<file path="config.mk">
export PLATFORM = sky130hd
export DESIGN_NAME = ssc_sequencer
export DESIGN_NICKNAME = d
export VERILOG_FILES = /design/src/verilog/ssc_pkg.sv /design/src/verilog/ssc_sequencer.sv
export SDC_FILE = /design/constraint.sdc
export NUM_CORES = 1
export LEC_CHECK = 0
export BUFFER_PORTS_ARGS = -buffer_cell sky130_fd_sc_hd__buf_2
export CORE_MARGIN = 3
export CORE_UTILIZATION = 57
export DETAILED_ROUTE_END_ITERATION = 16
export GPL_TIMING_DRIVEN = 0
export PLACE_DENSITY = 0.77
export REMOVE_ABC_BUFFERS = 1
export SLEW_MARGIN = 30
export SYNTH_ARGS = -nofsm -noshare
export SYNTH_HDL_FRONTEND = slang
export SYNTH_SLANG_ARGS = --single-unit
</file>
<file path="constraint.sdc">
create_clock -name clock -period 6.2 [get_ports clock]
set_input_delay 0 -clock clock [delete_from_list [all_inputs] [get_ports clock]]
set_output_delay 0 -clock clock [all_outputs]
set_load 0.02 [all_outputs]
</file>
<file path="src/verilog/ssc_pkg.sv">
/*
  shared constants and carrier types of the sample sequence control block.
  assumes a 32-bit register bus with byte addresses and word-aligned registers.
*/
`default_nettype none

package ssc_pkg;

  // register byte offsets
  localparam logic [7:0] OFF_ACTIVE     = 8'h00;
  localparam logic [7:0] OFF_IRQ_STATUS = 8'h04;
  localparam logic [7:0] OFF_IRQ_MASK   = 8'h08;
  localparam logic [7:0] OFF_TRIGGER    = 8'h28;
  localparam logic [7:0] OFF_INPUT_SEL  = 8'h40;
  localparam logic [7:0] OFF_STEP_CTL   = 8'h44;
  localparam logic [7:0] OFF_RESULT     = 8'h48;
  localparam logic [7:0] OFF_FIFO_STAT  = 8'h4C;

  // per-step control nibble layout
  localparam int unsigned STEP_BITS = 4;
  localparam int unsigned FLD_DIFF  = 0;
  localparam int unsigned FLD_END   = 1;
  localparam int unsigned FLD_IE    = 2;
  localparam int unsigned FLD_TS    = 3;
  localparam int unsigned MUX_FLD_W = 2;

  // interrupt status and mask bits
  localparam int unsigned IRQ_W   = 3;
  localparam int unsigned IRQ_RAW = 0;
  localparam int unsigned IRQ_OVF = 1;
  localparam int unsigned IRQ_UNF = 2;

  // fifo status layout
  localparam int unsigned FSTAT_TAIL_LSB = 0;
  localparam int unsigned FSTAT_HEAD_LSB = 4;
  localparam int unsigned FSTAT_EMPTY    = 8;
  localparam int unsigned FSTAT_FULL     = 12;

  // result and reset values
  localparam int unsigned RESULT_W      = 10;
  localparam logic [31:0] CTL_RST       = 32'h0000_0000;
  localparam logic [31:0] FIFO_STAT_RST = 32'h0000_0100;

  typedef enum logic [1:0] {
    SSC_IDLE,
    SSC_REQ,
    SSC_WAIT
  } ssc_seq_e;

  // request to the converter and its input multiplexer
  typedef struct packed {
    logic                 start;
    logic                 temp;
    logic                 diff;
    logic [MUX_FLD_W-1:0] channel;
  } ssc_conv_req_s;

endpackage : ssc_pkg

`default_nettype wire

</file>
<file path="src/verilog/ssc_sequencer.sv">
/*
  first eight-step sample sequencer: step control, converter requests,
  result fifo and interrupt status, behind an avalon-mm slave with waitrequest.
  assumes the converter raises conv_done for one cycle with conv_data valid,
  no earlier than the cycle after conv_req.start, once per request.
*/
// Design decision made here: the Avalon-MM slave port.
// Functional notes
// RULE1 - step control register is 32 bits, four control bits for each of eight steps
// RULE2 - step n uses bits 4n+3..4n: temp, irq enable, end marker, differential
// RULE3 - temp bit set converts the sensor, else the pin from the step's mux field
// RULE4 - a step with irq enable raises the raw irq when its conversion completes
// RULE5 - raw irq reaches the interrupt output only while its mask bit is set
// RULE6 - any number of steps may raise the raw irq within one sequence
// RULE7 - the step with end marker set is the last one converted
// RULE8 - software sets an end marker on at least one step
// RULE9 - a single-step sequencer always ends after its first step
// RULE10 - differential bit samples pair i, inputs 2i and 2i+1
// RULE11 - a temperature sensor step is always single-ended
// RULE12 - each result read pops the oldest result, in step order
// RULE13 - push into full fifo flags overflow, read of empty fifo flags underflow
// RULE14 - result in bits 9:0, upper bits read as zero
// RULE15 - mux field value selects the analog input of that index
// RULE16 - fifo status shows full, empty, head and tail; resets to 0x100
// RULE17 - writing one to the trigger bit starts sampling if the sequencer is active
// RULE18 - steps run from 0 upward, one at a time, result stored before next
`timescale 1ns/10ps
`default_nettype none

module ssc_sequencer #(
  parameter int unsigned STEPS = 8,
  parameter int unsigned DEPTH = 8
) (
  // clock and reset
  input  wire logic                           clock,
  input  wire logic                           rst,
  // avalon-mm slave
  input  wire logic [7:0]                     avs_address,
  input  wire logic                           avs_read,
  input  wire logic                           avs_write,
  input  wire logic [3:0]                     avs_byteenable,
  input  wire logic [31:0]                    avs_writedata,
  output logic      [31:0]                    avs_readdata,
  output logic                                avs_waitrequest,
  // converter
  output ssc_pkg::ssc_conv_req_s              conv_req,
  input  wire logic                           conv_done,
  input  wire logic [ssc_pkg::RESULT_W-1:0]   conv_data,
  // interrupt
  output logic                                irq
);

  localparam int unsigned PW = $clog2(DEPTH);
  localparam logic [PW:0] DEPTH_CNT = DEPTH[PW:0];
  localparam logic [2:0]  LAST_STEP = 3'(STEPS - 1);

  typedef struct packed {
    ssc_pkg::ssc_seq_e                         seq;
    logic [2:0]                                step;
    logic                                      active;
    logic [31:0]                               ctl;
    logic [31:0]                               mux;
    logic [ssc_pkg::IRQ_W-1:0]                 status;
    logic [ssc_pkg::IRQ_W-1:0]                 mask;
    logic [DEPTH-1:0][ssc_pkg::RESULT_W-1:0]   mem;
    logic [PW-1:0]                             head;
    logic [PW-1:0]                             tail;
    logic [PW:0]                               count;
    logic                                      wait_q;
    logic [31:0]                               rdata;
    logic                                      irq;
    ssc_pkg::ssc_conv_req_s                    conv;
  } ssc_state_s;

  ssc_state_s s_q;
  ssc_state_s s_d;

  logic                          acc;
  logic                          wr;
  logic                          rd;
  logic                          trig;
  logic                          push;
  logic                          pop;
  logic                          ovf_ev;
  logic                          unf_ev;
  logic                          raw_ev;
  logic                          fifo_full;
  logic                          fifo_empty;
  logic [ssc_pkg::STEP_BITS-1:0] fld;
  logic [ssc_pkg::IRQ_W-1:0]     clr;
  logic [31:0]                   fstat;
  logic [31:0]                   mask_w;

  // control nibble of one step
  function automatic logic [ssc_pkg::STEP_BITS-1:0] step_field(
    input logic [31:0] ctl,
    input logic [2:0]  idx
  );
    step_field = ctl[idx*ssc_pkg::STEP_BITS +: ssc_pkg::STEP_BITS]; // [RULE2]
  endfunction : step_field

  // input index of one step
  function automatic logic [ssc_pkg::MUX_FLD_W-1:0] mux_field(
    input logic [31:0] mux,
    input logic [2:0]  idx
  );
    mux_field = mux[idx*ssc_pkg::STEP_BITS +: ssc_pkg::MUX_FLD_W];
  endfunction : mux_field

  // byte-lane write merge
  function automatic logic [31:0] be_merge(
    input logic [31:0] old,
    input logic [31:0] wdat,
    input logic [3:0]  be
  );
    be_merge = old;
    for (int i = 0; i < 4; i++) begin
      if (be[i]) begin
        be_merge[i*8 +: 8] = wdat[i*8 +: 8];
      end
    end
  endfunction : be_merge

  always_comb begin
    s_d        = s_q;
    acc        = (avs_read | avs_write) & s_q.wait_q;
    wr         = acc & avs_write;
    rd         = acc & avs_read;
    trig       = 1'b0;
    push       = 1'b0;
    pop        = 1'b0;
    ovf_ev     = 1'b0;
    unf_ev     = 1'b0;
    raw_ev     = 1'b0;
    clr        = '0;
    fifo_full  = (s_q.count == DEPTH_CNT);
    fifo_empty = (s_q.count == '0);
    fld        = step_field(s_q.ctl, s_q.step);
    fstat      = '0;
    mask_w     = be_merge({29'h0, s_q.mask}, avs_writedata, avs_byteenable);
    fstat[ssc_pkg::FSTAT_FULL]  = fifo_full; // [RULE16]
    fstat[ssc_pkg::FSTAT_EMPTY] = fifo_empty;
    fstat[ssc_pkg::FSTAT_HEAD_LSB +: PW] = s_q.head;
    fstat[ssc_pkg::FSTAT_TAIL_LSB +: PW] = s_q.tail;
    s_d.conv.start = 1'b0;
    // waitrequest drops for exactly one cycle per access
    s_d.wait_q = ~acc;

    if (wr) begin
      unique case (avs_address)
        ssc_pkg::OFF_ACTIVE:     s_d.active = avs_byteenable[0] & avs_writedata[0] |
                                              ~avs_byteenable[0] & s_q.active;
        ssc_pkg::OFF_IRQ_STATUS: clr = avs_writedata[ssc_pkg::IRQ_W-1:0] &
                                       {ssc_pkg::IRQ_W{avs_byteenable[0]}};
        ssc_pkg::OFF_IRQ_MASK:   s_d.mask = mask_w[ssc_pkg::IRQ_W-1:0]; // [RULE5]
        ssc_pkg::OFF_TRIGGER:    trig = avs_byteenable[0] & avs_writedata[0]; // [RULE17]
        ssc_pkg::OFF_INPUT_SEL:  s_d.mux = be_merge(s_q.mux, avs_writedata, avs_byteenable);
        ssc_pkg::OFF_STEP_CTL:   s_d.ctl = be_merge(s_q.ctl, avs_writedata,
                                                    avs_byteenable); // [RULE1]
        default: ;
      endcase
    end

    if (rd) begin
      unique case (avs_address)
        ssc_pkg::OFF_ACTIVE:     s_d.rdata = {31'h0, s_q.active};
        ssc_pkg::OFF_IRQ_STATUS: s_d.rdata = {29'h0, s_q.status};
        ssc_pkg::OFF_IRQ_MASK:   s_d.rdata = {29'h0, s_q.mask};
        ssc_pkg::OFF_INPUT_SEL:  s_d.rdata = s_q.mux;
        ssc_pkg::OFF_STEP_CTL:   s_d.rdata = s_q.ctl;
        ssc_pkg::OFF_FIFO_STAT:  s_d.rdata = fstat;
        ssc_pkg::OFF_RESULT: begin
          if (fifo_empty) begin
            unf_ev    = 1'b1; // [RULE13]
            s_d.rdata = '0;
          end else begin
            pop       = 1'b1; // [RULE12]
            s_d.rdata = {22'h0, s_q.mem[s_q.tail]}; // [RULE14]
          end
        end
        default:                 s_d.rdata = '0;
      endcase
    end

    unique case (s_q.seq)
      ssc_pkg::SSC_IDLE: begin
        if (trig && s_q.active) begin
          s_d.seq  = ssc_pkg::SSC_REQ; // [RULE17]
          s_d.step = 3'h0; // [RULE18]
        end
      end
      ssc_pkg::SSC_REQ: begin
        s_d.conv.start   = 1'b1;
        s_d.conv.temp    = fld[ssc_pkg::FLD_TS]; // [RULE3]
        s_d.conv.diff    = fld[ssc_pkg::FLD_DIFF] & ~fld[ssc_pkg::FLD_TS]; // [RULE10] [RULE11]
        s_d.conv.channel = mux_field(s_q.mux, s_q.step); // [RULE15]
        s_d.seq          = ssc_pkg::SSC_WAIT;
      end
      ssc_pkg::SSC_WAIT: begin
        if (conv_done) begin
          push   = 1'b1; // [RULE18]
          raw_ev = fld[ssc_pkg::FLD_IE]; // [RULE4] [RULE6]
          // last step always ends, so a missing end marker cannot run away
          if (fld[ssc_pkg::FLD_END] || s_q.step == LAST_STEP) begin
            s_d.seq = ssc_pkg::SSC_IDLE; // [RULE7] [RULE8] [RULE9]
          end else begin
            s_d.step = s_q.step + 3'h1;
            s_d.seq  = ssc_pkg::SSC_REQ;
          end
        end
      end
    endcase

    // result fifo; a push into a full fifo is dropped
    if (push) begin
      if (fifo_full) begin
        ovf_ev = 1'b1; // [RULE13]
      end else begin
        s_d.mem[s_q.head] = conv_data;
        s_d.head          = s_q.head + 1'b1;
      end
    end
    if (pop) begin
      s_d.tail = s_q.tail + 1'b1;
    end
    s_d.count = s_q.count + (PW + 1)'(push & ~fifo_full) - (PW + 1)'(pop);

    // sticky status, set wins over write-one clear
    s_d.status = (s_q.status & ~clr) | {unf_ev, ovf_ev, raw_ev};
    s_d.irq    = |(s_d.status & s_d.mask); // [RULE5]
  end

  always_ff @(posedge clock or posedge rst) begin
    if (rst) begin
      s_q        <= '0;
      s_q.ctl    <= ssc_pkg::CTL_RST;
      s_q.wait_q <= 1'b1;
    end else begin
      s_q <= s_d;
    end
  end

  assign avs_readdata    = s_q.rdata;
  assign avs_waitrequest = s_q.wait_q;
  assign conv_req        = s_q.conv;
  assign irq             = s_q.irq;
endmodule : ssc_sequencer

`default_nettype wire

</file>
==> results.yml <==
logic_synthesis:
  synthFlopType: "dfrtp_1"
  yosysTopAreaCell: "dfrtp_1"
  synth_area_leaders: "dfrtp_1 52%, mux2_2 17%, mux4_2 6.6%"
  async_flop_share_pct: 100.0
  synth-seq-cells: 205
  synth.distinct_cells: 53
  netlist_area_sq_um: 9824
  synthCells: 736
  seq_area_frac_synth_pct: 52.23
  synth_warnings: 0
  yosysTopAreaCellShare_pct: 51.96
  synth_edf_count: 0
  syn_avg_cell_area_sq_um: 13.35
sta:
  tightest_slew_ps: 899.6
  fmaxAchievable_mhz: 310.3
  rsz0062_at_grt: "false"
  setup_viol_count_final: 0
  layout_min_cycle_time_ps: 3222
  slew_headroom_pct: 40.02
  timing.final.crit_share_pct: 51.97
  hold_viol: 0
  setup_tns_ps: 0
  clock_skew_ps: 15.58
  drv_slew: 0
worst_setup_path:
  endpoint_kind: "register"
  critical_path.most_common_cell: "inv_1"
  cp_top_family: "simple AND/OR/NAND/NOR gates"
  crit_required_ps: 6590
  reg2reg_to: "s_q[40]"
  cp_slowest_cell: "dfstp_2"
  r2r_slack_ps: 2980
  cp.arrival_ps: 3610
  r2r-start: "avs_waitrequest"
  worstSetupStartpointType: "register"
  path_cells: "nand2_2, nor3_1, nand2_1, inv_1, ha_1, inv_1, ha_1, inv_1, fa_1, inv_1"
  worst-path-buf-inv: 4
  cp_max_fo: 36
  worstSetupPathType: "reg -> reg"
  max_stage_delay_ps: 680
  r2r_cells: 10
  critPathLaunch: "avs_waitrequest"
clock_tree:
  htree_levels: 1
  clk_pin_slew_ps: 60
  cts-buffers-inserted: 22
  cts.hold.buffers_added: 47
  cts_resized: 0
  clockBufferDepth: 3
  cts_tree: "done"
  insertion_delay_ps: 500
  postCtsSetupBuffers: 0
  cts.sinks: 205
  clock-root-buffer: "clkbuf_16"
floorplan:
  fp.dieArea_sq_um: 18850
  initial_core_util_pct: 58.83
  die_h_um: 137.3
  rows: 47
  coreArea_sq_um: 16700
  die_w_um: 137.3
  io_pins: 98
layout:
  fillers: 1139
  nNetsFinal: 911
  synthToLayoutAreaGrowth_pct: 18.29
  n_antenna_cell: 0
  drive_gt1_share_pct: 40.37
  post-route-cell-area_sq_um: 11620
  instances_no_fill: 1077
job:
  cap_violations: 0
worst_hold_path:
  min_path_type: "in -> async"
detailed_routing:
  num_vias: 6504
  viasPerCell: 6.039
  wl_per_cell_um: 21.62
  drc: 0
  ant_nets: 0
  drt_iter0_drc: 520
  routed_wirelength_mm: 23.29
  dr.pass1.iters: 5
global_route:
  antenna_found_initial: 0
  grt_pass1_wl_mm: 36.80
  grt.total_usage_pct: 25.37
  grt_max_degree: 98
  grt_pass1_vias: 6934
  grt.overflow.total: 0
placement:
  place.gp.congestion: 0.8246
  dp_hpwl_mm: 15.57
  port_buffers: 97
  place_area_sq_um: 10380
  dp_cells: 990
pwr:
  power_density_nw_per_um2: 333.8
  irDropWorstVdd_mv: 0.2834
  p_total_uw: 3879
  leakagePower_uw: 0.005580
status:
  status: "finished, final reports clean"
-- where the power goes --
group          switching, uW  total (uW)  internal [uW]
combinational            292         701            409
clock                    519        1360            845
sequential               226        1810           1590
total                   1040        3880           2840
-- cells in the final DEF, fill, tap and decap left out, types with 4 or more instances in the layout --
master	synthesis	routed
mux2_2	149	149
a21oi_1	13	13
nand2_1	50	49
buf_2	4	97
ha_1	10	10
clkbuf_16	0	23
nor2_8	4	4
mux2i_1	28	28
inv_1	14	13
o21ai_0	30	30
xnor2_1	4	4
dlygate4sd3_1	0	47
nand3_1	11	11
nor2_1	6	5
mux2_1	4	4
nor2_4	4	4
mux4_2	29	29
buf_4	37	4
a21o_1	4	4
dfrtp_1	204	202
o22ai_1	11	11
nand3b_1	12	12
clkbuf_1	23	4
clkbuf_8	0	7
nand2b_1	5	5
a22oi_1	26	26
-- routing by layer --
layer | vias up | GRT usage [%] | wire [um]
met5 | - | 0 | 0
met4 | 0 | 9.812 | 788
met3 | 52 | 3.652 | 1246
met2 | 229 | 44.47 | 12190
met1 | 3336 | 31.96 | 9061
li1 | 2887 | - | -
-- synth_stat cells, types with 8 or more instances --
cell type and instances:
buf_4 37, dfrtp_1 204, nand2_1 50, mux4_2 29, inv_1 14, ha_1 10, clkbuf_1 23, a21oi_1 13
mux2i_1 28, nand3b_1 12, o22ai_1 11, a22oi_1 26, buf_1 8, nand3_1 11, o21ai_0 30, mux2_2 149
-- cell type report --
cell class	instances	area, sq um	share of cell area, %
sequential	205	5134	44.18
multi-input combinational	444	4269	36.74
timing repair buffer	154	1110	9.550
clock buffer	34	686.9	5.911
tap	220	275.3	2.369
clock inverter	6	86.33	0.7429
inverter	14	60.06	0.5168
-- worst max-delay path by stage --
stage	depth (start not counted)	slack [ps]	to
2_1_floorplan	1	610	asynchronous set/reset pin
3_3_place_gp	2	-1040	s_q[76]
3_5_place_dp	10	2980	s_q[41]
4_1_cts	10	2920	s_q[40]
5_1_grt	10	2710	s_q[41]
6_report	10	2980	s_q[40]
-- sequential cells by signal, indices dropped and copies added (netlist names), named ones only --
signal,cells
fstat,6
conv_req,5
s_q,159
avs_readdata,32
avs_waitrequest,1
irq,1
-- per-stage QoR --
step	util, %	hold WS (ps)	worst slack (ps)
after floorplan	-	63.05	605.9
after global placement	60.83	235.0	-1038
after detailed placement	62.14	21.75	2984
after CTS	69.58	28.91	2923
after global routing	69.58	74.81	2709
final	69.58	39.99	2978
-- cells by family after synthesis --
| group | share of synthesized area, % |
|---|---|
| AND/OR/NAND/NOR | 7.208 |
| multiplexers | 27.04 |
| flip-flops | 52.23 |
| buffers and inverters | 4.865 |
| adder cells (fa/ha/maj) | 1.477 |
| AO/OA/AOI/OAI | 6.648 |
| XOR/XNOR | 0.5349 |
-- tightest hold or removal path: stages --
cell           delay, ps
dlygate4sd3_1        530
buf_2                150
inv_8                260
(Power assumes the default switching activity.)
